==> src/shared/bgdc_pkg.sv <==
package bgdc_pkg;

  // Command codes served as read-word answers
  localparam logic [7:0]  CMD_RATE_OK   = 8'h07;
  localparam logic [7:0]  CMD_TEMP      = 8'h08;
  localparam logic [7:0]  CMD_VOLT      = 8'h09;
  localparam logic [7:0]  CMD_FLOW      = 8'h0a;
  localparam logic [7:0]  CMD_AVG_FLOW  = 8'h0b;
  localparam logic [7:0]  CMD_MARGIN    = 8'h0c;
  localparam logic [7:0]  CMD_REL_PCT   = 8'h0d;
  localparam logic [7:0]  CMD_ABS_PCT   = 8'h0e;
  localparam logic [7:0]  CMD_LEFT      = 8'h0f;
  localparam logic [7:0]  CMD_FULL      = 8'h10;

  // Clock and timing
  localparam int          CLK_HZ              = 10_000_000;
  localparam int          REFRESH_TIME_MS     = 1000;
  localparam int          REFRESH_CYCLES_DFLT = REFRESH_TIME_MS * (CLK_HZ / 1000);
  localparam int          RECALC_TIME_MS      = 5;
  localparam int          RECALC_CYCLES_DFLT  = RECALC_TIME_MS * (CLK_HZ / 1000);
  localparam int          TICK_W              = 24;

  // Sufficiency test: charge in unit-hours against rate over the hold time
  localparam int          OK_HOLD_TIME_S      = 10;
  localparam int          SEC_PER_HOUR        = 3600;
  localparam logic [8:0]  OK_SCALE            = 9'(SEC_PER_HOUR / OK_HOLD_TIME_S);

  // Average filter, alpha in 16 fraction bits
  localparam int          IIR_TAU_MS          = 14500;
  localparam int          SAMPLE_PERIOD_MS    = 1000;
  localparam logic [16:0] IIR_ALPHA           = 17'((65536 * SAMPLE_PERIOD_MS) / IIR_TAU_MS);
  localparam int          IIR_FRAC            = 16;

  // Error margin values in whole percent
  localparam logic [6:0]  MARGIN_RESET        = 7'h64;
  localparam logic [6:0]  MARGIN_LEARNED      = 7'h02;
  localparam logic [6:0]  MARGIN_LIMITED      = 7'h08;
  localparam logic [6:0]  MARGIN_VCORR        = 7'h19;
  localparam logic [6:0]  MARGIN_MIN          = 7'h02;
  localparam logic [6:0]  MARGIN_MAX          = 7'h64;
  localparam logic [6:0]  MARGIN_STEP         = 7'h01;
  localparam logic [1:0]  CYC_LAST            = 2'h3;

  // Percent scale and reset values
  localparam logic [6:0]  PCT_SCALE           = 7'h64;
  localparam logic [6:0]  PCT_MAX             = 7'h64;
  localparam logic [15:0] RATE_RESET          = 16'h0000;
  localparam logic        OK_RESET            = 1'b1;
  localparam logic [15:0] WORD_RESET          = 16'h0000;

  // Read answer engine
  typedef enum logic [0:0] {
    RD_IDLE   = 1'b0,
    RD_ANSWER = 1'b1
  } bgdc_rd_t;

endpackage : bgdc_pkg

==> src/verilog/bgdc_top.sv <==
// Behaviour
// - Non-negative test rate always reads sufficient
// - Negative rate: can charge cover ten seconds
// - New rate refreshes flag promptly
// - Flag refreshed from stored rate every second
// - Temperature word in tenth kelvin
// - Voltage word in millivolts, unsigned
// - Current word signed milliamps
// - Average current via single-pole filter
// - Full reset loads margin with 100
// - Clean learning cycle sets margin 2
// - Limited learning sets 8 unless lower
// - Four cycle steps without learning add one
// - Voltage correction sets margin 25
// - Margin word stays within 2 to 100
// - Relative charge percent of learned size
// - Absolute charge percent of nominal size
// - Charge left word in chosen units
// - Learned size word in chosen units
// - Each value answered as one word
// - Stored test rate signed, zero after reset
// - Unit select chooses current or power units
module bgdc_top
  import bgdc_pkg::*;
#(
  parameter int REFRESH_CYCLES = REFRESH_CYCLES_DFLT
) (
  input  wire logic        ref_clk,
  input  wire logic        resetn,
  input  wire logic        rd_req,
  input  wire logic [7:0]  rd_cmd,
  output logic             rd_valid,
  output logic             rd_error,
  output logic      [15:0] rd_word,
  input  wire logic        rate_wr,
  input  wire logic [15:0] host_test_rate,
  input  wire logic        cap_mode,
  input  wire logic        meas_stb,
  input  wire logic [15:0] meas_temp,
  input  wire logic [15:0] meas_volt,
  input  wire logic [15:0] meas_flow,
  input  wire logic [15:0] left_mah,
  input  wire logic [15:0] left_cwh,
  input  wire logic [15:0] learned_mah,
  input  wire logic [15:0] learned_cwh,
  input  wire logic [15:0] nominal_mah,
  input  wire logic [15:0] nominal_cwh,
  input  wire logic        learn_done,
  input  wire logic        learn_limited,
  input  wire logic        cycle_tally_inc,
  input  wire logic        vcorr_stb,
  output logic             rate_sufficiency_flag,
  output logic      [6:0]  charge_error_margin
);

  typedef struct packed {
    bgdc_rd_t            rd_state;
    logic                rd_error;
    logic [15:0]         rd_word;
    logic [15:0]         rate;
    logic                ok_flag;
    logic [TICK_W-1:0]   tick_cnt;
    logic [6:0]          margin;
    logic [1:0]          cyc_cnt;
    logic [15:0]         temp;
    logic [15:0]         volt;
    logic [15:0]         flow;
    logic [6:0]          rel_pct;
    logic [15:0]         abs_pct;
    logic [15:0]         left;
    logic [15:0]         full;
  } bgdc_state_t;

  localparam logic [TICK_W-1:0] TICK_LAST = TICK_W'(REFRESH_CYCLES - 1);

  localparam bgdc_state_t ST_RESET = '{
    rd_state: RD_IDLE,
    rd_error: 1'b0,
    rd_word:  WORD_RESET,
    rate:     RATE_RESET,
    ok_flag:  OK_RESET,
    tick_cnt: '0,
    margin:   MARGIN_RESET,
    cyc_cnt:  2'h0,
    temp:     WORD_RESET,
    volt:     WORD_RESET,
    flow:     WORD_RESET,
    rel_pct:  7'h00,
    abs_pct:  WORD_RESET,
    left:     WORD_RESET,
    full:     WORD_RESET
  };

  logic              rst_meta_n;
  logic              rst_n;
  bgdc_state_t       st_reg;
  bgdc_state_t       st_next;
  logic [15:0]       avg_flow;
  logic [15:0]       left_sel;
  logic [15:0]       full_sel;
  logic [15:0]       nominal_sel;
  logic [16:0]       disch_mag;
  logic              tick;
  logic              cyc_step;
  logic [15:0]       rel_raw;
  logic [15:0]       sel_word;
  logic              sel_known;

  // Sufficiency: charge left scaled to the hold time against extra plus present drain
  function automatic logic ok_of(input logic [15:0] rate,
                                 input logic [15:0] left,
                                 input logic [16:0] disch);
    logic [16:0] mag;
    logic [17:0] need;
    logic [24:0] have;
    // Magnitude in 17 bits so that -32768 still fits without a carry
    mag  = 17'h00000 - {rate[15], rate};
    need = {1'b0, mag} + {1'b0, disch};
    have = left * OK_SCALE;
    if (!rate[15]) begin
      return 1'b1;
    end
    return have >= {7'h00, need};
  endfunction : ok_of

  // Whole percent of num over den, saturated; zero when den is zero
  function automatic logic [15:0] pct_of(input logic [15:0] num,
                                         input logic [15:0] den);
    logic [22:0] scaled;
    logic [23:0] q;
    scaled = num * PCT_SCALE;
    q      = 24'h000000;
    if (den != 16'h0000) begin
      q = {1'b0, scaled} / {8'h00, den};
    end
    return (q[23:16] != 8'h00) ? 16'hffff : q[15:0];
  endfunction : pct_of

  // Reset release through two flops; assertion stays asynchronous
  always_ff @(posedge ref_clk or negedge resetn) begin
    if (!resetn) begin
      rst_meta_n <= 1'b0;
      rst_n      <= 1'b0;
    end else begin
      rst_meta_n <= 1'b1;
      rst_n      <= rst_meta_n;
    end
  end

  // Average of the current samples
  bgdc_iir u_iir (
    .clk        (ref_clk),
    .rst_n      (rst_n),
    .sample_stb (meas_stb),
    .sample     (meas_flow),
    .avg        (avg_flow)
  );

  // Unit select picks the capacity set; power mode has no drain term
  assign left_sel    = cap_mode ? left_cwh : left_mah;
  assign full_sel    = cap_mode ? learned_cwh : learned_mah;
  assign nominal_sel = cap_mode ? nominal_cwh : nominal_mah;
  assign disch_mag   = (!cap_mode && avg_flow[15]) ?
                       (17'h00000 - {avg_flow[15], avg_flow}) : 17'h00000;
  assign rel_raw     = pct_of(left_sel, full_sel);
  assign tick        = st_reg.tick_cnt == TICK_LAST;
  assign cyc_step    = !learn_done && cycle_tally_inc && (st_reg.cyc_cnt == CYC_LAST);

  // Word selection for the command code
  always_comb begin
    sel_word  = WORD_RESET;
    sel_known = 1'b1;
    case (rd_cmd)
      CMD_RATE_OK:  sel_word = {15'h0000, st_reg.ok_flag};
      CMD_TEMP:     sel_word = st_reg.temp;
      CMD_VOLT:     sel_word = st_reg.volt;
      CMD_FLOW:     sel_word = st_reg.flow;
      CMD_AVG_FLOW: sel_word = avg_flow;
      CMD_MARGIN:   sel_word = {9'h000, st_reg.margin};
      CMD_REL_PCT:  sel_word = {9'h000, st_reg.rel_pct};
      CMD_ABS_PCT:  sel_word = st_reg.abs_pct;
      CMD_LEFT:     sel_word = st_reg.left;
      CMD_FULL:     sel_word = st_reg.full;
      default:      sel_known = 1'b0;
    endcase
  end

  // Next state of the whole block
  always_comb begin
    st_next = st_reg;

    // Refresh timer free-runs; a host write does not restart it
    st_next.tick_cnt = tick ? '0 : st_reg.tick_cnt + TICK_W'(1);

    // Host write stores the rate and recomputes on the spot
    if (rate_wr) begin
      st_next.rate    = host_test_rate;
      st_next.ok_flag = ok_of(host_test_rate, left_sel, disch_mag);
    end else if (tick) begin
      st_next.ok_flag = ok_of(st_reg.rate, left_sel, disch_mag);
    end

    // Measurements taken on the sample strobe only
    if (meas_stb) begin
      st_next.temp = meas_temp;
      st_next.volt = meas_volt;
      st_next.flow = meas_flow;
    end

    // Capacity words follow the selected units every cycle
    st_next.left    = left_sel;
    st_next.full    = full_sel;
    st_next.abs_pct = pct_of(left_sel, nominal_sel);
    st_next.rel_pct = (rel_raw > {9'h000, PCT_MAX}) ? PCT_MAX : rel_raw[6:0];

    // Cycle steps since the last learning cycle
    if (learn_done) begin
      st_next.cyc_cnt = 2'h0;
    end else if (cycle_tally_inc) begin
      st_next.cyc_cnt = (st_reg.cyc_cnt == CYC_LAST) ? 2'h0 : st_reg.cyc_cnt + 2'h1;
    end

    // Margin: voltage correction outranks learning, learning outranks aging
    if (vcorr_stb) begin
      st_next.margin = MARGIN_VCORR;
    end else if (learn_done && !learn_limited) begin
      st_next.margin = MARGIN_LEARNED;
    end else if (learn_done) begin
      if (st_reg.margin >= MARGIN_LIMITED) begin
        st_next.margin = MARGIN_LIMITED;
      end
    end else if (cyc_step && (st_reg.margin < MARGIN_MAX)) begin
      st_next.margin = st_reg.margin + MARGIN_STEP;
    end

    // Read engine: every request answered next cycle, back to back allowed
    case (st_reg.rd_state)
      RD_IDLE, RD_ANSWER: begin
        if (rd_req) begin
          st_next.rd_state = RD_ANSWER;
          st_next.rd_word  = sel_word;
          st_next.rd_error = !sel_known;
        end else begin
          st_next.rd_state = RD_IDLE;
          st_next.rd_error = 1'b0;
        end
      end
      default: begin
        st_next.rd_state = RD_IDLE;
      end
    endcase
  end

  // Single state register; reset loads full margin
  always_ff @(posedge ref_clk or negedge rst_n) begin
    if (!rst_n) begin
      st_reg <= ST_RESET;
    end else begin
      st_reg <= st_next;
    end
  end

  // Outputs
  assign rd_valid              = st_reg.rd_state == RD_ANSWER;
  assign rd_error              = st_reg.rd_error;
  assign rd_word               = st_reg.rd_word;
  assign rate_sufficiency_flag = st_reg.ok_flag;
  assign charge_error_margin   = st_reg.margin;
endmodule : bgdc_top

==> src/verilog/bgdc_iir.sv <==
module bgdc_iir
  import bgdc_pkg::*;
(
  input  wire logic        clk,
  input  wire logic        rst_n,
  input  wire logic        sample_stb,
  input  wire logic [15:0] sample,
  output logic      [15:0] avg
);

  typedef struct packed {
    logic        seeded;
    logic [31:0] acc;
  } bgdc_iir_state_t;

  bgdc_iir_state_t        st_reg;
  bgdc_iir_state_t        st_next;
  logic signed     [32:0] diff;
  logic signed     [50:0] prod;

  // Single-pole step: acc += (x - acc) * alpha; first sample seeds it
  always_comb begin
    st_next = st_reg;
    diff    = $signed({sample[15], sample, 16'h0000}) - $signed({st_reg.acc[31], st_reg.acc});
    prod    = diff * $signed({1'b0, IIR_ALPHA});
    if (sample_stb) begin
      if (!st_reg.seeded) begin
        st_next.acc    = {sample, 16'h0000};
        st_next.seeded = 1'b1;
      end else begin
        st_next.acc = st_reg.acc + prod[IIR_FRAC +: 32];
      end
    end
  end

  // State register
  always_ff @(posedge clk or negedge rst_n) begin
    if (!rst_n) begin
      st_reg <= '0;
    end else begin
      st_reg <= st_next;
    end
  end

  assign avg = st_reg.acc[31:16];

endmodule : bgdc_iir

==> config.mk <==
export PLATFORM = sky130hd
export DESIGN_NAME = bgdc_top
export DESIGN_NICKNAME = d
export VERILOG_FILES = /design/src/shared/bgdc_pkg.sv /design/src/verilog/bgdc_top.sv /design/src/verilog/bgdc_iir.sv
export SDC_FILE = /design/constraint.sdc
export NUM_CORES = 2
export LEC_CHECK = 0
export ABC_AREA = 1
export BUFFER_PORTS_ARGS = -buffer_cell sky130_fd_sc_hd__buf_2
export CAP_MARGIN = 10
export CORE_ASPECT_RATIO = 2
export CORE_UTILIZATION = 45
export DETAILED_ROUTE_END_ITERATION = 8
export PLACE_DENSITY = 0.63
export SETUP_SLACK_MARGIN = 0.3
export SLEW_MARGIN = 20
export SYNTH_ARGS = -nofsm -noshare
export SYNTH_HDL_FRONTEND = slang
export SYNTH_SLANG_ARGS = --single-unit
export TNS_END_PERCENT = 20
==> constraint.sdc <==
create_clock -name ref_clk -period 6.8 [get_ports ref_clk]
set_clock_uncertainty 0.05 [all_clocks]
set_input_delay 1.36 -clock ref_clk [delete_from_list [all_inputs] [get_ports ref_clk]]
set_output_delay 1.36 -clock ref_clk [all_outputs]
set_load 0.005 [all_outputs]
# Yosys cells after proc, flatten, opt, wreduce, memory -nomap -nowiden
# Cells that the tools add are included.
# op_classes
add_sub_neg,10
mul,3
div_mod_pow,2
order_cmp,5
n_eq_ne,13
shifts,0
muxes,33
n_bitwise,0
reduce_logical,18
# ops
op,count
$pmux W16 S10,1
$mux W16,5
$mux W24,3
$eq A8 B4 Y1 const B,8
$sub A1 B16 Y17 const A,3
$ge A25 B18 Y1,2
$div A23 B16 Y24,2
$mul A33 B14 Y47 const B,1
$mux W7,6
$add A17 B17 Y18,2
$sub A32 B32 Y33,1
$add A32 B32 Y32,1
$mux W32,1
$reduce_bool A16 Y1,2
$add A24 B1 Y24 const B,1
$eq A24 B24 Y1 const B,1
$mul A16 B6 Y22 const B,1
$mul A16 B5 Y21 const B,1
$mux W17,1
$gt A16 B7 Y1 const B,1
$reduce_bool A8 Y1,2
$mux W1,12
$reduce_or A10 Y1,1
$eq A8 B3 Y1 const B,1
other kinds (13),24
# totals
ff_bits,206
latchBits,0
ramBits,0
romBits,0
in_bits,178
output_inout_bits,26
wordCells,103
mem_count,0

# Depth between registers and ports, before layout
# logic_depth
word_depth,8
ltp_mapped,489
depth_no_buf,466

# Cells and area by module
# A second synthesis with hierarchy kept.
# unflattened
cells_unflattened,8586
area_unflattened_um2,56421.6
# by_module_without_submodules
mod,n_inst,cells_each,area_each_um2,seq_area_each_um2
bgdc_top,1,6665,42473.2,4334.2
bgdc_iir,1,1921,13948.4,825.8

# Worst setup path after synthesis
# OpenSTA, ideal clock, no wires.
# synth_path
path_kind,input -> register
start,in cap_mode
end,reg st_reg[32] (netlist bit)
setup_ps,126
arrival_time_ps,62503
t_required_ps,6624
path_slack_ps,-55879
path_stages,476
path_buffers,26
cell_sequence,inv_2 -> buf_4 -> clkbuf_1 -> or2_2 -> o21ai_0 -> inv_1 -> ha_1 -> ha_1 -> ha_1 -> inv_1 -> fa_1 -> inv_1 -> nand2_2 -> nand2_4 -> nand2_1 -> nor2_1 -> nand2_1 -> nor2_2 -> [... 440 more ...] -> nand3_1 -> nor2_2 -> nand2_2 -> buf_4 -> buf_4 -> nand2_1 -> o21ai_0 -> inv_1 -> ha_1 -> a21oi_1 -> nor2_1 -> a211oi_1 -> o221a_2 -> nand4_1 -> nor2_1 -> nand3_1 -> nand2_1 -> nand2_1
# synth_rtl
item,line_no,rtl
"start, declared",bgdc_top.sv:37,"input wire logic cap_mode,"
"end signal, assigned",bgdc_top.sv:259,st_reg <= st_next;
"end, declared",bgdc_top.sv:96,bgdc_state_t st_reg;

==> flow_summary.html <==
<table>
<tr><th>Metric</th><th>Value</th></tr>
<tr><th colspan="2">STA</th></tr>
<tr><td>Setup violation total in the final timing report</td><td>51</td></tr>
<tr><td>Worst Slack Setup Final</td><td>-52.19 ns</td></tr>
<tr><td>Peak clock frequency supported by timing</td><td>0.0170 GHz</td></tr>
<tr><td>Unrepaired setup endpoints after global routing</td><td>yes</td></tr>
<tr><td>Fin crit share</td><td>868%</td></tr>
<tr><td>Final Max Tran Viols</td><td>0</td></tr>
<tr><td>Transition at the pin with the smallest max-transition slack</td><td>1.15 ns</td></tr>
<tr><td>Relative slew slack</td><td>23.3%</td></tr>
<tr><td>Min Tclk post-route</td><td>58.99 ns</td></tr>
<tr><td>Final number of hold-violating endpoints</td><td>0</td></tr>
<tr><th colspan="2">Critical path</th></tr>
<tr><td>Max stage delay on crit path</td><td>0.50 ns</td></tr>
<tr><td>Largest fanout on the critical path</td><td>14</td></tr>
<tr><td>Crit-path most repeated cell</td><td>a21oi_2</td></tr>
<tr><td>Count of buffer and inverter cells on the critical path</td><td>113</td></tr>
<tr><td>Kind of start point of the critical path</td><td>primary input</td></tr>
<tr><td>CP max stage cell</td><td>fa_1</td></tr>
<tr><td>Setup slack on the worst flop-to-flop path</td><td>-3.40 ns</td></tr>
<tr><td>Worst endpoint required time</td><td>7.19 ns</td></tr>
<tr><td>Data arrival time of the critical path</td><td>59.38 ns</td></tr>
<tr><td>Top cell family by delay on the critical path</td><td>compound AO/OA/AOI/OAI gates</td></tr>
<tr><td>Worst setup path class</td><td>in2reg</td></tr>
<tr><td>Crit end category</td><td>register</td></tr>
<tr><th colspan="2">Synthesis</th></tr>
<tr><td>Compound-Gate Fraction of Synth Area</td><td>15.7%</td></tr>
<tr><td>Post-synthesis adder-cell area fraction</td><td>29.1%</td></tr>
<tr><td>Number of warnings issued by yosys</td><td>0</td></tr>
<tr><td>Register area share after synthesis</td><td>9.59%</td></tr>
<tr><td>Flip-flop and latch count after synthesis</td><td>206</td></tr>
<tr><td>Combinational family with the most area after synthesis</td><td>adder cells</td></tr>
<tr><td>Xor and xnor fraction of the mapped netlist area</td><td>8.27%</td></tr>
<tr><td>Post-synth ARST share</td><td>100%</td></tr>
<tr><td>Post-synthesis area per instance</td><td>6.81 um^2</td></tr>
<tr><td>EDFF count, synth</td><td>0</td></tr>
<tr><td>Top_reg_cell synth</td><td>dfrtp_1</td></tr>
<tr><td>Area of the mapped netlist</td><td>53800 um^2</td></tr>
<tr><td>Mux share of post-synthesis cell area</td><td>0.0814%</td></tr>
<tr><td>Count of cell types in the netlist</td><td>89</td></tr>
<tr><td>Post-synthesis simple-gate area fraction</td><td>26.2%</td></tr>
<tr><td>Synthesized instance count</td><td>7903</td></tr>
<tr><th colspan="2">Final layout</th></tr>
<tr><td>Summed area of non-filler cells in the final layout</td><td>85200 um^2</td></tr>
<tr><td>Share of final-layout standard cells stronger than drive strength 1</td><td>41.7%</td></tr>
<tr><td>Leading cell type in the layout, fill and taps excluded</td><td>buf_4</td></tr>
<tr><td>Final nets</td><td>12459</td></tr>
<tr><td>Area grow syn2layout</td><td>58.3%</td></tr>
<tr><td>Max reg flops</td><td>145</td></tr>
<tr><td>Final cell utilization of the core</td><td>71.8%</td></tr>
<tr><td>Highest-count cells in the layout ignoring fill and taps</td><td>buf_4, nand2_1, inv_1, ha_1, nor2_1</td></tr>
<tr><th colspan="2">Hold path</th></tr>
<tr><td>Worst min-delay path category</td><td>reg2async</td></tr>
<tr><th colspan="2">Placement</th></tr>
<tr><td>IO buf count</td><td>203</td></tr>
<tr><td>Final Wtd Congestion</td><td>1.02</td></tr>
<tr><td>Post-DP HPWL</td><td>175000 um</td></tr>
<tr><td>Post-Place Cell Area</td><td>74100 um^2</td></tr>
<tr><th colspan="2">Floorplanning</th></tr>
<tr><td>Die extent in x</td><td>247 um</td></tr>
<tr><td>Full die area</td><td>121000 um^2</td></tr>
<tr><td>Num ports</td><td>204</td></tr>
<tr><td>Std-Cell Rows</td><td>179</td></tr>
<tr><td>Die H</td><td>491 um</td></tr>
<tr><td>Initial core utilization</td><td>45.3%</td></tr>
<tr><td>Core Area</td><td>119000 um^2</td></tr>
<tr><th colspan="2">Detailed routing</th></tr>
<tr><td>Total routed wirelength</td><td>252000 um</td></tr>
<tr><td>First-pass detailed-route iteration total</td><td>8</td></tr>
<tr><td>Number of remaining DRC errors</td><td>0</td></tr>
<tr><td>Vias post-DR</td><td>69928</td></tr>
<tr><td>Starting DRC count in detailed routing</td><td>4150</td></tr>
<tr><td>Antenna-violating nets left</td><td>0</td></tr>
<tr><td>Per-cell routed wire length</td><td>19.8 um</td></tr>
<tr><td>Avg Vias per Cell</td><td>5.50</td></tr>
<tr><th colspan="2">Outcome</th></tr>
<tr><td>Status</td><td>finished with violations</td></tr>
<tr><td>Violated checks</td><td>setup timing</td></tr>
<tr><th colspan="2">CTS</th></tr>
<tr><td>Clock Latency Late Sink</td><td>0.59 ns</td></tr>
<tr><td>Buffers from clock root to sink, at most</td><td>3</td></tr>
<tr><td>Hold-fix buffers, CTS</td><td>0</td></tr>
<tr><td>TritonCTS sink count</td><td>206</td></tr>
<tr><td>Htree depth</td><td>1</td></tr>
<tr><td>TritonCTS clock tree</td><td>built</td></tr>
<tr><td>Inserted Clock Buffers</td><td>21</td></tr>
<tr><td>Clock slew seen by the registers of the worst setup and hold paths</td><td>0.08 ns</td></tr>
<tr><td>Cell at the root of the clock tree</td><td>clkbuf_16</td></tr>
<tr><th colspan="2">GRT</th></tr>
<tr><td>First-pass GRT wire length</td><td>362000 um</td></tr>
<tr><td>Number of global-route vias before repair</td><td>71713</td></tr>
<tr><td>Maximum number of pins on one net before global-route repair</td><td>76</td></tr>
<tr><td>Gr usage total</td><td>38.2%</td></tr>
<tr><td>Number of antenna violations at the first check in global routing</td><td>16</td></tr>
<tr><td>Total congestion overflow after global routing</td><td>0</td></tr>
<tr><th colspan="2">Flow run</th></tr>
<tr><td>Max-cap violations</td><td>0</td></tr>
</table>
## final cells by class
class                           count  area (um^2)
Timing Repair Buffer             3359        25100
Tap cell                         1538         1920
Multi-Input combinational cell   6219        47100
Fill cell                        9119        33500
Clock inverter                      9         82.6
Clock buffer                       29          596
Timing Repair inverter              3         23.8
Inverter                         1338         5160
Antenna cell                       10         25.0
Sequential cell                   206         5160
## final timing paths
check	from	to	cells after the start
hold reg to reg	rst_n	st_reg[31]	0
setup / recovery	cap_mode	st_reg[32]	454
max in group asynchronous	rst_n	u_iir.st_reg[5]	2
hold / removal	rst_n	st_reg[31]	0
setup reg to reg	u_iir.st_reg[0]	u_iir.avg[15]	53
min in group ref_clk	rst_meta_n	rst_n	0
## per-layer routing
layer | global-route usage, % | part of all wire [%] | vias up
li1 | - | - | 32332
met3 | 7.13 | 6.9 | 1814
met4 | 37.3 | 12 | 12
met2 | 71.0 | 50 | 3265
met5 | 0 | 0.031 | -
met1 | 33.3 | 31 | 32505
## logic make-up after synthesis
logic type,Yosys count
simple gates,3099
buf+inv,1483
compound gates,1468
fa+ha+maj,1133
xor+xnor,508
flops,206
mux,4
other cells,2
## per-stage QoR
step | setup TNS [ns] | instances | setup WS, ns | hold slack (ns)
after floorplan | -858.85 | 7905 | -49.92 | 0.281
after global routing | -970.50 | 12703 | -55.56 | 0.277
after detailed placement | -912.99 | 11731 | -52.58 | 0.255
after global placement | -888.22 | 11731 | -51.44 | 0.261
final | -890.11 | 12711 | -52.19 | 0.233
after CTS | -843.58 | 12518 | -48.49 | 0.251
## cells in the mapped netlist (18+ instances only)
master | n | share of area (%)
a21oi_1 | 537 | 5.0
o21ai_1 | 34 | 0.32
inv_1 | 1291 | 9.0
nand3b_1 | 24 | 0.33
o21ai_2 | 20 | 0.33
o22ai_1 | 21 | 0.24
nand3_1 | 333 | 3.1
ha_1 | 933 | 22
dfrtp_1 | 202 | 9.4
nand2_1 | 1728 | 12
nor4_1 | 25 | 0.29
a221oi_1 | 27 | 0.44
a31oi_1 | 29 | 0.34
o21a_1 | 21 | 0.29
nor2_1 | 465 | 3.2
fa_1 | 200 | 7.4
nand2_2 | 78 | 0.91
nand4_1 | 70 | 0.81
nor2_2 | 28 | 0.33
buf_4 | 31 | 0.43
inv_2 | 27 | 0.19
o31ai_1 | 30 | 0.42
nor3_1 | 97 | 0.90
o21bai_1 | 73 | 1.0
or2_2 | 90 | 1.0
nand2_4 | 40 | 0.84
or2_1 | 18 | 0.21
clkbuf_1 | 80 | 0.56
o21ai_0 | 504 | 4.7
xnor2_1 | 171 | 2.8
xor2_1 | 337 | 5.5
a21o_1 | 71 | 0.99
nand3_2 | 39 | 0.73
## what timing repair did
| action | 4_1_cts | 5_1_grt |
|---|---|---|
| cloned | 8 | 4 |
| resized for setup | 354 | 492 |
| endpoints found under the setup margin | 54 | 55 |
| setup buffers | 741 | 179 |
| pin swaps | 322 | 481 |
## worst register-to-register path, delay by kind of cell, from the launching register on
family | cells | cell delay, ns
simple gates | 22 | 2.56
flops | 1 | 0.41
xor+xnor | 4 | 0.84
fa+ha+maj | 8 | 3.20
buf+inv | 7 | 0.99
compound gates | 12 | 2.08
Power is left out: the tool's default activity adds up to more than one toggle a clock period on the data nets, which glitch-free logic cannot reach.
